[config.mk]
export PLATFORM = sky130hd
export DESIGN_NAME = rgbr_register_bank
export DESIGN_NICKNAME = d
export VERILOG_FILES = /design/src/rtl/rgbr_pkg.sv /design/src/rtl/rgbr_register_bank.sv
export SDC_FILE = /design/constraint.sdc
export NUM_CORES = 1
export LEC_CHECK = 0
export BUFFER_PORTS_ARGS = -buffer_cell sky130_fd_sc_hd__buf_2
export CORE_ASPECT_RATIO = 0.9
export CORE_MARGIN = 5
export CORE_UTILIZATION = 30
export DETAILED_ROUTE_END_ITERATION = 16
export SLEW_MARGIN = 20
export SYNTH_ARGS = -nofsm -noshare
export SYNTH_HDL_FRONTEND = slang
export SYNTH_SLANG_ARGS = --single-unit
[constraint.sdc]
create_clock -name clk_i -period 3.25 [get_ports clk_i]
set_input_delay 0.325 -clock clk_i [delete_from_list [all_inputs] [get_ports clk_i]]
set_output_delay 0.325 -clock clk_i [all_outputs]
set_load 0.1 [all_outputs]
[src/rtl/rgbr_pkg.sv]
// Package: register map, field layout and reset values of the LED control bank
package rgbr_pkg;

    // ==========================================================
    // Register offsets
    // ==========================================================
    localparam logic [7:0] OFF_DEVICE_ENABLE   = 8'h00;
    localparam logic [7:0] OFF_CURRENT_RANGE   = 8'h01;
    localparam logic [7:0] OFF_CHANNEL_ENABLE  = 8'h02;
    localparam logic [7:0] OFF_FADE_CONFIG     = 8'h03;
    localparam logic [7:0] OFF_CURVE_CONFIG    = 8'h04;
    localparam logic [7:0] OFF_SLEEP_CMD       = 8'h0D;
    localparam logic [7:0] OFF_SOFT_RESET_CMD  = 8'h0E;
    localparam logic [7:0] OFF_APPLY_CMD       = 8'h0F;
    localparam logic [7:0] OFF_FLAG_CLEAR      = 8'h13;
    localparam logic [7:0] OFF_CH0_DOT_CURRENT = 8'h14;
    localparam logic [7:0] OFF_CH1_DOT_CURRENT = 8'h15;
    localparam logic [7:0] OFF_CH2_DOT_CURRENT = 8'h16;
    localparam logic [7:0] OFF_CH0_DUTY        = 8'h18;
    localparam logic [7:0] OFF_CH1_DUTY        = 8'h19;
    localparam logic [7:0] OFF_CH2_DUTY        = 8'h1A;
    localparam logic [7:0] OFF_FAULT_FLAGS     = 8'h40;

    // ==========================================================
    // Writable bits of each configuration register
    // ==========================================================
    localparam logic [7:0] MASK_DEVICE_ENABLE  = 8'h01;
    localparam logic [7:0] MASK_CURRENT_RANGE  = 8'h01;
    localparam logic [7:0] MASK_CHANNEL_ENABLE = 8'h07;
    localparam logic [7:0] MASK_FADE_CONFIG    = 8'hF7;
    localparam logic [7:0] MASK_CURVE_CONFIG   = 8'h70;

    // ==========================================================
    // Field positions
    // ==========================================================
    localparam int FADE_DURATION_LSB = 4;
    localparam int FADE_DURATION_MSB = 7;
    localparam int CURVE_EXP_LSB     = 4;
    localparam int CURVE_EXP_MSB     = 6;
    localparam int FLAG_THERMAL_BIT  = 1;
    localparam int FLAG_POWER_ON_BIT = 0;

    // ==========================================================
    // Command codes and reset value
    // ==========================================================
    localparam logic [7:0] CMD_SLEEP_CODE  = 8'h33;
    localparam logic [7:0] CMD_RESET_CODE  = 8'hCC;
    localparam logic [7:0] CMD_APPLY_CODE  = 8'h55;
    localparam logic [7:0] REG_RESET_VALUE = 8'h00;

    // ==========================================================
    // Operating modes
    // ==========================================================
    typedef enum logic [1:0] {
        MODE_INIT   = 2'b00,
        MODE_ACTIVE = 2'b01,
        MODE_SLEEP  = 2'b10
    } rgbr_mode_t;

endpackage : rgbr_pkg

[src/rtl/rgbr_register_bank.sv]
// Module: control register bank of a three-channel RGB LED driver
// ==========================================================
// Notes on behaviour
// - Offset 0 bit 0 is master enable, read/write; upper bits read zero.
// - Offset 1 bit 0 picks the 25.5mA (0) or 51mA (1) range.
// - Offset 2 bits 2..0 enable channels 2..0; bits 7..3 read zero.
// - Offset 3 holds fade duration 7..4, reserved 3, fade enables 2..0.
// - Enable register resets to 00h; reserved bits read zero, ignore writes.
// - Current-range and channel-enable registers each reset to 00h.
// - Every config field loads its default on any reset; the fault flags reset only on rst_i.
// - 33h to sleep command sleeps; CCh to reset command restores defaults.
// - 55h to apply command commits config registers, only while enabled.
// - Flag clear: bit 1 clears thermal flag, bit 0 power-on flag.
// ==========================================================
`timescale 1ns/1ns
`default_nettype none

module rgbr_register_bank
    import rgbr_pkg::*;
(
    input  wire logic       clk_i,
    input  wire logic       rst_i,
    input  wire logic       reg_wr_i,
    input  wire logic       reg_rd_i,
    input  wire logic [7:0] reg_addr_i,
    input  wire logic [7:0] reg_wdata_i,
    input  wire logic       thermal_event_i,
    input  wire logic       wake_i,
    output logic      [7:0] reg_rdata_o,
    output logic            reg_ack_o,
    output logic            device_enable_o,
    output logic            current_range_o,
    output logic      [2:0] channel_enable_o,
    output logic      [3:0] fade_duration_o,
    output logic      [2:0] channel_fade_enable_o,
    output logic      [2:0] channel_exp_enable_o,
    output logic      [7:0] channel0_dot_current_o,
    output logic      [7:0] channel1_dot_current_o,
    output logic      [7:0] channel2_dot_current_o,
    output logic      [7:0] channel0_duty_o,
    output logic      [7:0] channel1_duty_o,
    output logic      [7:0] channel2_duty_o,
    output logic            sleep_o,
    output logic      [1:0] fault_flags_o
);
    import rgbr_pkg::*;

    // ==========================================================
    // Address decode
    // ==========================================================
    function automatic logic hit(input logic [7:0] addr,
                                 input logic [7:0] off);
        hit = (addr == off);
    endfunction : hit

    rgbr_mode_t mode;
    rgbr_mode_t next_mode;

    logic [7:0] device_enable;
    logic [7:0] current_range_config;
    logic [7:0] channel_enable_config;
    logic [7:0] fade_config;
    logic [7:0] curve_config;
    logic [7:0] current_range_live;
    logic [7:0] channel_enable_live;
    logic [7:0] fade_live;
    logic [7:0] curve_live;
    logic [7:0] dot_current [3];
    logic [7:0] duty        [3];
    logic       thermal_shutdown_flag;
    logic       power_on_flag;

    wire logic awake      = (mode == MODE_ACTIVE);
    wire logic wr_ok      = reg_wr_i && awake;
    wire logic wr_enable  = wr_ok && hit(reg_addr_i, OFF_DEVICE_ENABLE);
    wire logic wr_range   = wr_ok && hit(reg_addr_i, OFF_CURRENT_RANGE);
    wire logic wr_chan    = wr_ok && hit(reg_addr_i, OFF_CHANNEL_ENABLE);
    wire logic wr_fade    = wr_ok && hit(reg_addr_i, OFF_FADE_CONFIG);
    wire logic wr_curve   = wr_ok && hit(reg_addr_i, OFF_CURVE_CONFIG);
    wire logic wr_clear   = wr_ok && hit(reg_addr_i, OFF_FLAG_CLEAR);
    wire logic cmd_sleep  = wr_ok && hit(reg_addr_i, OFF_SLEEP_CMD)
                            && (reg_wdata_i == CMD_SLEEP_CODE);
    wire logic cmd_reset  = wr_ok && hit(reg_addr_i, OFF_SOFT_RESET_CMD)
                            && (reg_wdata_i == CMD_RESET_CODE);
    // Commit is ignored while the master enable is off
    wire logic cmd_apply  = wr_ok && hit(reg_addr_i, OFF_APPLY_CMD)
                            && (reg_wdata_i == CMD_APPLY_CODE)
                            && device_enable[0];
    // Every path back to defaults: port reset, reset command, init mode
    wire logic restore    = rst_i || cmd_reset
                            || (mode == MODE_INIT);
    wire logic en_on      = device_enable[0];
    // Flag clear counts only while the device is enabled
    wire logic clr_therm  = wr_clear && en_on
                            && reg_wdata_i[FLAG_THERMAL_BIT];
    wire logic clr_por    = wr_clear && en_on
                            && reg_wdata_i[FLAG_POWER_ON_BIT];

    // ==========================================================
    // Read data selection
    // ==========================================================
    logic [7:0] read_value;
    always_comb begin
        read_value = 8'h00;
        case (reg_addr_i)
            OFF_DEVICE_ENABLE:   read_value = device_enable;
            OFF_CURRENT_RANGE:   read_value = current_range_config;
            OFF_CHANNEL_ENABLE:  read_value = channel_enable_config;
            OFF_FADE_CONFIG:     read_value = fade_config;
            OFF_CURVE_CONFIG:    read_value = curve_config;
            OFF_CH0_DOT_CURRENT: read_value = dot_current[0];
            OFF_CH1_DOT_CURRENT: read_value = dot_current[1];
            OFF_CH2_DOT_CURRENT: read_value = dot_current[2];
            OFF_CH0_DUTY:        read_value = duty[0];
            OFF_CH1_DUTY:        read_value = duty[1];
            OFF_CH2_DUTY:        read_value = duty[2];
            OFF_FAULT_FLAGS: begin
                read_value[FLAG_THERMAL_BIT]  = thermal_shutdown_flag;
                read_value[FLAG_POWER_ON_BIT] = power_on_flag;
            end
            default:             read_value = 8'h00;
        endcase
    end

    // ==========================================================
    // Mode sequencing
    // ==========================================================
    always_comb begin
        case (mode)
            MODE_INIT:   next_mode = MODE_ACTIVE;
            MODE_ACTIVE: next_mode = cmd_sleep ? MODE_SLEEP
                                               : MODE_ACTIVE;
            // Leaving sleep passes through init, which restores defaults
            MODE_SLEEP:  next_mode = wake_i ? MODE_INIT : MODE_SLEEP;
            default:     next_mode = MODE_INIT;
        endcase
    end

    always_ff @(posedge clk_i) begin
        if (rst_i) begin
            mode <= MODE_INIT;
        end else begin
            mode <= next_mode;
        end
    end

    // ==========================================================
    // Software-visible configuration, masked so reserved bits stay 0
    // ==========================================================
    always_ff @(posedge clk_i) begin
        if (restore) begin
            device_enable         <= REG_RESET_VALUE;
            current_range_config  <= REG_RESET_VALUE;
            channel_enable_config <= REG_RESET_VALUE;
            fade_config           <= REG_RESET_VALUE;
            curve_config          <= REG_RESET_VALUE;
        end else begin
            if (wr_enable) begin
                device_enable <= reg_wdata_i & MASK_DEVICE_ENABLE;
            end
            if (wr_range) begin
                current_range_config <= reg_wdata_i
                                        & MASK_CURRENT_RANGE;
            end
            if (wr_chan) begin
                channel_enable_config <= reg_wdata_i
                                         & MASK_CHANNEL_ENABLE;
            end
            if (wr_fade) begin
                fade_config <= reg_wdata_i & MASK_FADE_CONFIG;
            end
            if (wr_curve) begin
                curve_config <= reg_wdata_i & MASK_CURVE_CONFIG;
            end
        end
    end

    // ==========================================================
    // Committed configuration seen by the engines
    // ==========================================================
    // Config edits do not disturb a running animation until committed
    always_ff @(posedge clk_i) begin
        if (restore) begin
            current_range_live  <= REG_RESET_VALUE;
            channel_enable_live <= REG_RESET_VALUE;
            fade_live           <= REG_RESET_VALUE;
            curve_live          <= REG_RESET_VALUE;
        end else if (cmd_apply) begin
            current_range_live  <= current_range_config;
            channel_enable_live <= channel_enable_config;
            fade_live           <= fade_config;
            curve_live          <= curve_config;
        end
    end

    // ==========================================================
    // Per-channel dot current and duty bytes
    // ==========================================================
    always_ff @(posedge clk_i) begin
        if (restore) begin
            for (int i = 0; i < 3; i++) begin
                dot_current[i] <= REG_RESET_VALUE;
                duty[i]        <= REG_RESET_VALUE;
            end
        end else if (wr_ok) begin
            case (reg_addr_i)
                OFF_CH0_DOT_CURRENT: dot_current[0] <= reg_wdata_i;
                OFF_CH1_DOT_CURRENT: dot_current[1] <= reg_wdata_i;
                OFF_CH2_DOT_CURRENT: dot_current[2] <= reg_wdata_i;
                OFF_CH0_DUTY:        duty[0]        <= reg_wdata_i;
                OFF_CH1_DUTY:        duty[1]        <= reg_wdata_i;
                OFF_CH2_DUTY:        duty[2]        <= reg_wdata_i;
                default:             ;
            endcase
        end
    end

    // ==========================================================
    // Fault flags: a setting event beats a clear in the same cycle
    // ==========================================================
    always_ff @(posedge clk_i) begin
        if (rst_i) begin
            thermal_shutdown_flag <= 1'b0;
            power_on_flag         <= 1'b0;
        end else begin
            if (thermal_event_i) begin
                thermal_shutdown_flag <= 1'b1;
            end else if (clr_therm) begin
                thermal_shutdown_flag <= 1'b0;
            end
            if (mode == MODE_INIT) begin
                power_on_flag <= 1'b1;
            end else if (clr_por) begin
                power_on_flag <= 1'b0;
            end
        end
    end

    // ==========================================================
    // Bus answer and registered outputs
    // ==========================================================
    always_ff @(posedge clk_i) begin
        if (rst_i) begin
            reg_ack_o   <= 1'b0;
            reg_rdata_o <= 8'h00;
        end else begin
            reg_ack_o   <= reg_wr_i || reg_rd_i;
            reg_rdata_o <= reg_rd_i ? read_value : 8'h00;
        end
    end

    // Channels go dark while thermal_event_i is high, in sleep, or when disabled
    wire logic drive_ok = en_on && awake && !thermal_event_i;

    always_ff @(posedge clk_i) begin
        if (rst_i) begin
            device_enable_o       <= 1'b0;
            current_range_o       <= 1'b0;
            channel_enable_o      <= 3'h0;
            fade_duration_o       <= 4'h0;
            channel_fade_enable_o <= 3'h0;
            channel_exp_enable_o  <= 3'h0;
            sleep_o               <= 1'b0;
            fault_flags_o         <= 2'h0;
        end else begin
            device_enable_o       <= en_on;
            current_range_o       <= current_range_live[0];
            channel_enable_o      <= drive_ok ? channel_enable_live[2:0]
                                              : 3'h0;
            fade_duration_o       <= fade_live[FADE_DURATION_MSB:
                                               FADE_DURATION_LSB];
            channel_fade_enable_o <= fade_live[2:0];
            channel_exp_enable_o  <= curve_live[CURVE_EXP_MSB:
                                                CURVE_EXP_LSB];
            sleep_o               <= (next_mode == MODE_SLEEP);
            fault_flags_o         <= {thermal_shutdown_flag,
                                      power_on_flag};
        end
    end

    always_ff @(posedge clk_i) begin
        if (rst_i) begin
            channel0_dot_current_o <= 8'h00;
            channel1_dot_current_o <= 8'h00;
            channel2_dot_current_o <= 8'h00;
            channel0_duty_o        <= 8'h00;
            channel1_duty_o        <= 8'h00;
            channel2_duty_o        <= 8'h00;
        end else begin
            channel0_dot_current_o <= dot_current[0];
            channel1_dot_current_o <= dot_current[1];
            channel2_dot_current_o <= dot_current[2];
            channel0_duty_o        <= duty[0];
            channel1_duty_o        <= duty[1];
            channel2_duty_o        <= duty[2];
        end
    end

endmodule : rgbr_register_bank

`default_nettype wire

Word level (Yosys, flattened, before mapping):

Memory sizes are Yosys's and may differ from the RTL's.
Index checks and enable logic that the tools add are counted.

* register bits: 108
* memory bits (writable): 48
* input port bits: 22
* output and inout bits: 75
* word-level logic and storage cells: 129
* memories: 2

* equality and inequality tests: 21
* mux-type cells: 41
* bitwise logic cells: 8
* reductions and logical operators: 29

Memories
* dot_current: words 3, bits a word 8, read ports 3, clocked after memory_dff 0, write ports 3, RTL line rgbr_register_bank.sv:68 `logic [7:0] dot_current [3];`
* duty: words 3, bits a word 8, read ports 3, clocked after memory_dff 0, write ports 3, RTL line rgbr_register_bank.sv:69 `logic [7:0] duty [3];`

Operators by type and width (number)
* 8-bit by 5-bit == test with 1-bit output (second input constant): 7
* 6-bit one-hot mux with 9 select lines: 1
* 8-bit two-way mux: 6
* 1-bit two-way mux: 30
* 8-bit by 4-bit == test with 1-bit output (second input constant): 3
* 2-bit one-hot mux with 11 select lines: 1
* 1-bit logical AND: 19
* 8-bit by 2-bit == test with 1-bit output (second input constant): 2
* 8-bit by 7-bit == test with 1-bit output (second input constant): 2
* 8-bit by 1-bit == test with 1-bit output (second input constant): 1
* 8-bit by 3-bit == test with 1-bit output (second input constant): 1
* 8-bit by 6-bit == test with 1-bit output (second input constant): 1
* 8-bit == test (second input constant): 1
* 8-bit logical NOT: 1
* 1-bit OR: 6
* 2-bit one-hot mux with 3 select lines: 1
* 2-bit == test (second input constant): 2
* 2-bit two-way mux: 2
* 2-bit nonzero test: 2
* 2-bit OR reduction: 2
* 1-bit logical OR: 3
* 2-bit by 1-bit == test with 1-bit output (second input constant): 1
* 2-bit logical NOT: 1
* 1-bit NOT: 2
* 1-bit logical NOT: 1

Depth between registers and ports, before layout:

* depth after elaboration: 9
* mapped depth: 8
* depth with buffers taken out: 5

Worst setup path before layout:

OpenSTA, ideal clock, no wires.

* path kind: in2reg
* from: input reg_addr_i[5]
* to: memory duty[0][0] (enable)
* setup time: 0.387 ns
* arrival time: 2.030 ns
* required time: 2.863 ns
* setup slack: 0.833 ns
* stages on the path: 5
* buffers on the path: 1
* path through: nor4b_2 > and2_0 > clkbuf_1 > nand2_1 > o31ai_1

RTL lines
* from (decl): RTL line rgbr_register_bank.sv:25 `input wire logic [7:0] reg_addr_i,`
* to (decl): RTL line rgbr_register_bank.sv:69

Worst setup path in the final report:

* from: register mode[1]
* to: register channel_enable_live[2]

* word-level cells in the longest chain between the ends: 6
* elaborated cells on any way between the ends: 10
* classes of those cells: 1 x eq/ne; 9 x reduce/logical

Ends and longest elaborated chain
* from (decl): RTL line rgbr_register_bank.sv:56 `rgbr_mode_t mode;`
* from (signal assigned): RTL line rgbr_register_bank.sv:143 `mode <= next_mode;`
* 2-bit by 1-bit == test with 1-bit output: RTL line rgbr_register_bank.sv:73 `wire logic awake = (mode == MODE_ACTIVE);`
* 1-bit logical AND: RTL line rgbr_register_bank.sv:74 `wire logic wr_ok = reg_wr_i && awake;`
* 1-bit logical AND: RTL line rgbr_register_bank.sv:83 `wire logic cmd_reset = wr_ok && hit(reg_addr_i, OFF_SOFT_RESET_CMD)`
* 1-bit logical AND: RTL line rgbr_register_bank.sv:84 `&& (reg_wdata_i == CMD_RESET_CODE);`
* 1-bit logical OR: RTL line rgbr_register_bank.sv:90 `wire logic restore = rst_i || cmd_reset`
* 1-bit logical OR: RTL line rgbr_register_bank.sv:91 `|| (mode == MODE_INIT);`
* to (signal assigned): RTL line rgbr_register_bank.sv:190 `channel_enable_live <= channel_enable_config;`
* to (decl): RTL line rgbr_register_bank.sv:65 `logic [7:0] channel_enable_live;`

Parallel ways exist; a longest one is shown, timed or not.
A chain may end at the register's enable or synchronous reset.

==> results.json <==
{
  "synth_edf_count": 48,
  "routed_wl_mm": 14.39,
  "cp.required_ps": 3560,
  "root_buffer": "clkbuf_16",
  "clkLatencyLatePin_ps": 430,
  "synthArstFlopShare_pct": 0,
  "synth-main-ff-cell": "dfxtp_1",
  "ant_nets": 0,
  "cts.clk_slew.worst_paths_ps": 70,
  "ff2ff_setup_slack_ps": 930,
  "post-cts-setup-buffer-count": 0,
  "area_growth_pct": 23.84,
  "r2r_start": "mode[1]",
  "multiInputGateArea_mm2": 0.001882,
  "leakage_nw": 2.860,
  "vias": 3881,
  "drt_iter0_drc": 259,
  "worstHoldPathCells": 3,
  "nFillCells": 1829,
  "cts_tree": "built",
  "io-pin-count": 97,
  "drcViolationCount": 0,
  "endpoint_kind": "register",
  "crit_type": "register to register",
  "startpoint_type": "register",
  "grt_pass1_vias": 3943,
  "critPathMaxFanout": 14,
  "status": "complete, no violations",
  "yosysTopAreaCell": "dfxtp_1",
  "place_congestion": 0.8728,
  "fin_nets": 598,
  "tns_ps": 0,
  "max_cap_viol_count": 0,
  "cts_buffers": 17,
  "drive_gt1_share_pct": 24.79,
  "fin_skew_ps": 11.34,
  "io_buffers": 96,
  "rsz0062_at_grt": "no",
  "r2r_cells": 5,
  "grt_pass1_wl_mm": 22.53,
  "max-vdd-ir-drop_mv": 0.3547,
  "power_density_mw_per_mm2": 614.7,
  "grt_antenna_before_repair": 2,
  "syn_area_mm2": 0.005599,
  "postSynthCellCount": 476,
  "die_y_um": 139.6,
  "setup_viol": 0,
  "routedWlPerCell_um": 17.23,
  "rr_endpoint": "channel_enable_live[2]",
  "synth-seq-cells": 156,
  "min_path_type": "primary input to register",
  "ctsHoldBuffers": 0,
  "hpwl_mm": 10.72,
  "fin_crit_sh_pct": 71.49,
  "fmax_mhz": 430.4,
  "seq_area_frac_synth_pct": 64.36,
  "initial_core_util_pct": 30.52,
  "holdPathEnd": "reg_ack_o",
  "arrival_ps": 2630,
  "rows": 47,
  "syn-num-nets": 498,
  "synth_area_leaders": "dfxtp_1, edfxtp_1, nor2b_1, mux2i_1, nand2_1",
  "via_per_inst": 4.648,
  "seq_area_mm2": 0.003603,
  "whs_ps": 124.9,
  "dieWidth_um": 154.0,
  "core_region_area_mm2": 0.01835,
  "finalHoldViolCount": 0,
  "first_pass_iters": 5,
  "cts_resized": 0,
  "synth_warnings": 0,
  "clockBufferDepth": 2,
  "fin_util_pct": 37.79,
  "worstMarginPinSlew_ps": 849.1,
  "syn-mean-instance-area_um2": 11.76,
  "min_from": "reg_rd_i",
  "htree_levels": 4,
  "slew_viol_final": 0,
  "yosys.area.top_type_share_pct": 38.61,
  "cts.sink_count": 156,
  "final_cells": 835,
  "yosysUniqueCellTypes": 53,
  "grt_overflow_total": 0,
  "fin_crit_ps": 2323,
  "grt_max_degree": 44,
  "dieArea_mm2": 0.02150,
  "grt_usage_pct": 13.66,
  "maxSlewHeadroom_pct": 43.01,
  "dp.cells": 802
}
-- how the worst max path moves through the flow --
| stage | end | cells past startpoint | start |
|---|---|---|---|
| 6_report | channel_enable_live[2] | 5 | mode[1] |
| 5_1_grt | fade_live[7] | 5 | mode[1] |
| 4_1_cts | channel_enable_live[2] | 5 | mode[1] |
| 3_5_place_dp | duty[0][21] | 6 | reg_addr_i[5] |
| 3_3_place_gp | duty[0][23] | 7 | reg_addr_i[5] |
| 2_1_floorplan | duty[0][0] | 5 | reg_addr_i[5] |
-- cells in the mapped netlist, types with 2 or more instances --
library cell	number
a21oi_1	17
buf_1	2
clkbuf_1	11
or4_1	2
a31oi_1	6
nor3_1	10
nand3b_1	2
nand2b_1	6
mux2i_1	29
nand3_1	15
nand2_1	36
nor3b_1	2
o21ai_0	8
inv_1	4
nand4bb_1	2
nor3_2	2
a21o_1	2
o21ai_1	2
buf_2	7
nor4bb_1	2
a22oi_1	12
a221oi_1	3
nor4_4	2
a32oi_1	2
edfxtp_1	48
nor4_1	3
nor2b_1	66
dfxtp_1	108
and2_1	16
nor2_1	26
-- power by group --
part	switching [mW]	total [mW]	internal [mW]	leakage, nW
logic	0.203	0.251	0.0476	1.14
clock network	0.867	1.96	1.09	0.287
registers	0.0163	2.05	2.04	1.43
total	1.09	4.26	3.18	2.86
-- state kept, by name (all words and copies together), names as in the netlist, 2 cells and up --
register,count
reg_rdata_o,8
mode,2
fade_config,7
dot_current,24
channel_enable_live,3
fault_flags_o,2
curve_config,3
curve_live,3
duty,24
channel2_dot_current_o,8
channel1_dot_current_o,8
fade_duration_o,4
channel0_duty_o,8
channel_enable_o,3
channel_enable_config,3
channel1_duty_o,8
channel_fade_enable_o,3
channel_exp_enable_o,3
fade_live,7
channel0_dot_current_o,8
channel2_duty_o,8
-- cell families after synthesis --
family,Yosys count,share of synthesized area [%]
compound gates,61,7.151
buf+inv,26,2.033
flops,156,64.36
mux,30,5.385
simple gates,203,21.07
-- metrics by stage --
stage | cell area (um2) | setup slack [ps] | power [mW]
4_1_cts | 6932 | 931.3 | 4.307
6_report | 6934 | 926.5 | 4.263
3_5_place_dp | 6336 | 708.5 | 2.346
3_3_place_gp | 6336 | 843.0 | 2.344
5_1_grt | 6934 | 800.5 | 4.419
2_1_floorplan | 5599 | 833.0 | 2.271
-- layer usage --
layer  wire, um  GRT usage [%]  vias up
li1           -              -     1893
met2       6416          20.17      141
met1       6703          18.58     1823
met4        310          5.297        2
met3        953          4.502       22
met5          7              0        -
-- area by class of cell --
cell class / instances / area share (%)
antenna: 1 / 0.03609
clock buffer: 17 / 6.135
clock inverter: 15 / 2.454
inverter: 5 / 0.2707
multi-input combinational: 294 / 27.14
sequential: 156 / 51.97
tap: 245 / 4.421
timing repair buffer: 102 / 7.578
-- critical path, stage by stage, from the launching register on --
cell and delay, ps:
dfxtp_1 380, and3b_1 460, nand3_1 140, or4_1 880, mux2i_1 290, nor2_1 50
-- placed cells by master (no fill, tap or decap), drive strengths merged, types with 2 or more instances in the layout --
| cell type | Yosys | final |
|---|---|---|
| a31o | 2 | 2 |
| nand4bb | 2 | 2 |
| a31oi | 6 | 6 |
| nor4 | 6 | 6 |
| nand3 | 15 | 15 |
| and2 | 17 | 17 |
| a21o | 2 | 2 |
| clkinv | 0 | 3 |
| a32oi | 2 | 2 |
| nor4bb | 2 | 2 |
| nand3b | 2 | 2 |
| o21ai | 10 | 10 |
| nand2b | 6 | 6 |
| clkinvlp | 0 | 2 |
| clkbuf | 11 | 17 |
| dfxtp | 108 | 108 |
| nor2b | 66 | 66 |
| a221oi | 3 | 3 |
| nor2 | 27 | 27 |
| buf | 10 | 102 |
| nor4b | 2 | 2 |
| edfxtp | 48 | 48 |
| nand2 | 36 | 36 |
| nor3 | 12 | 12 |
| or3 | 2 | 2 |
| a22oi | 12 | 12 |
| or4 | 3 | 3 |
| mux2i | 29 | 29 |
| inv | 5 | 14 |
| nor3b | 2 | 2 |
| a21oi | 17 | 17 |
(Power assumes the default switching activity.)
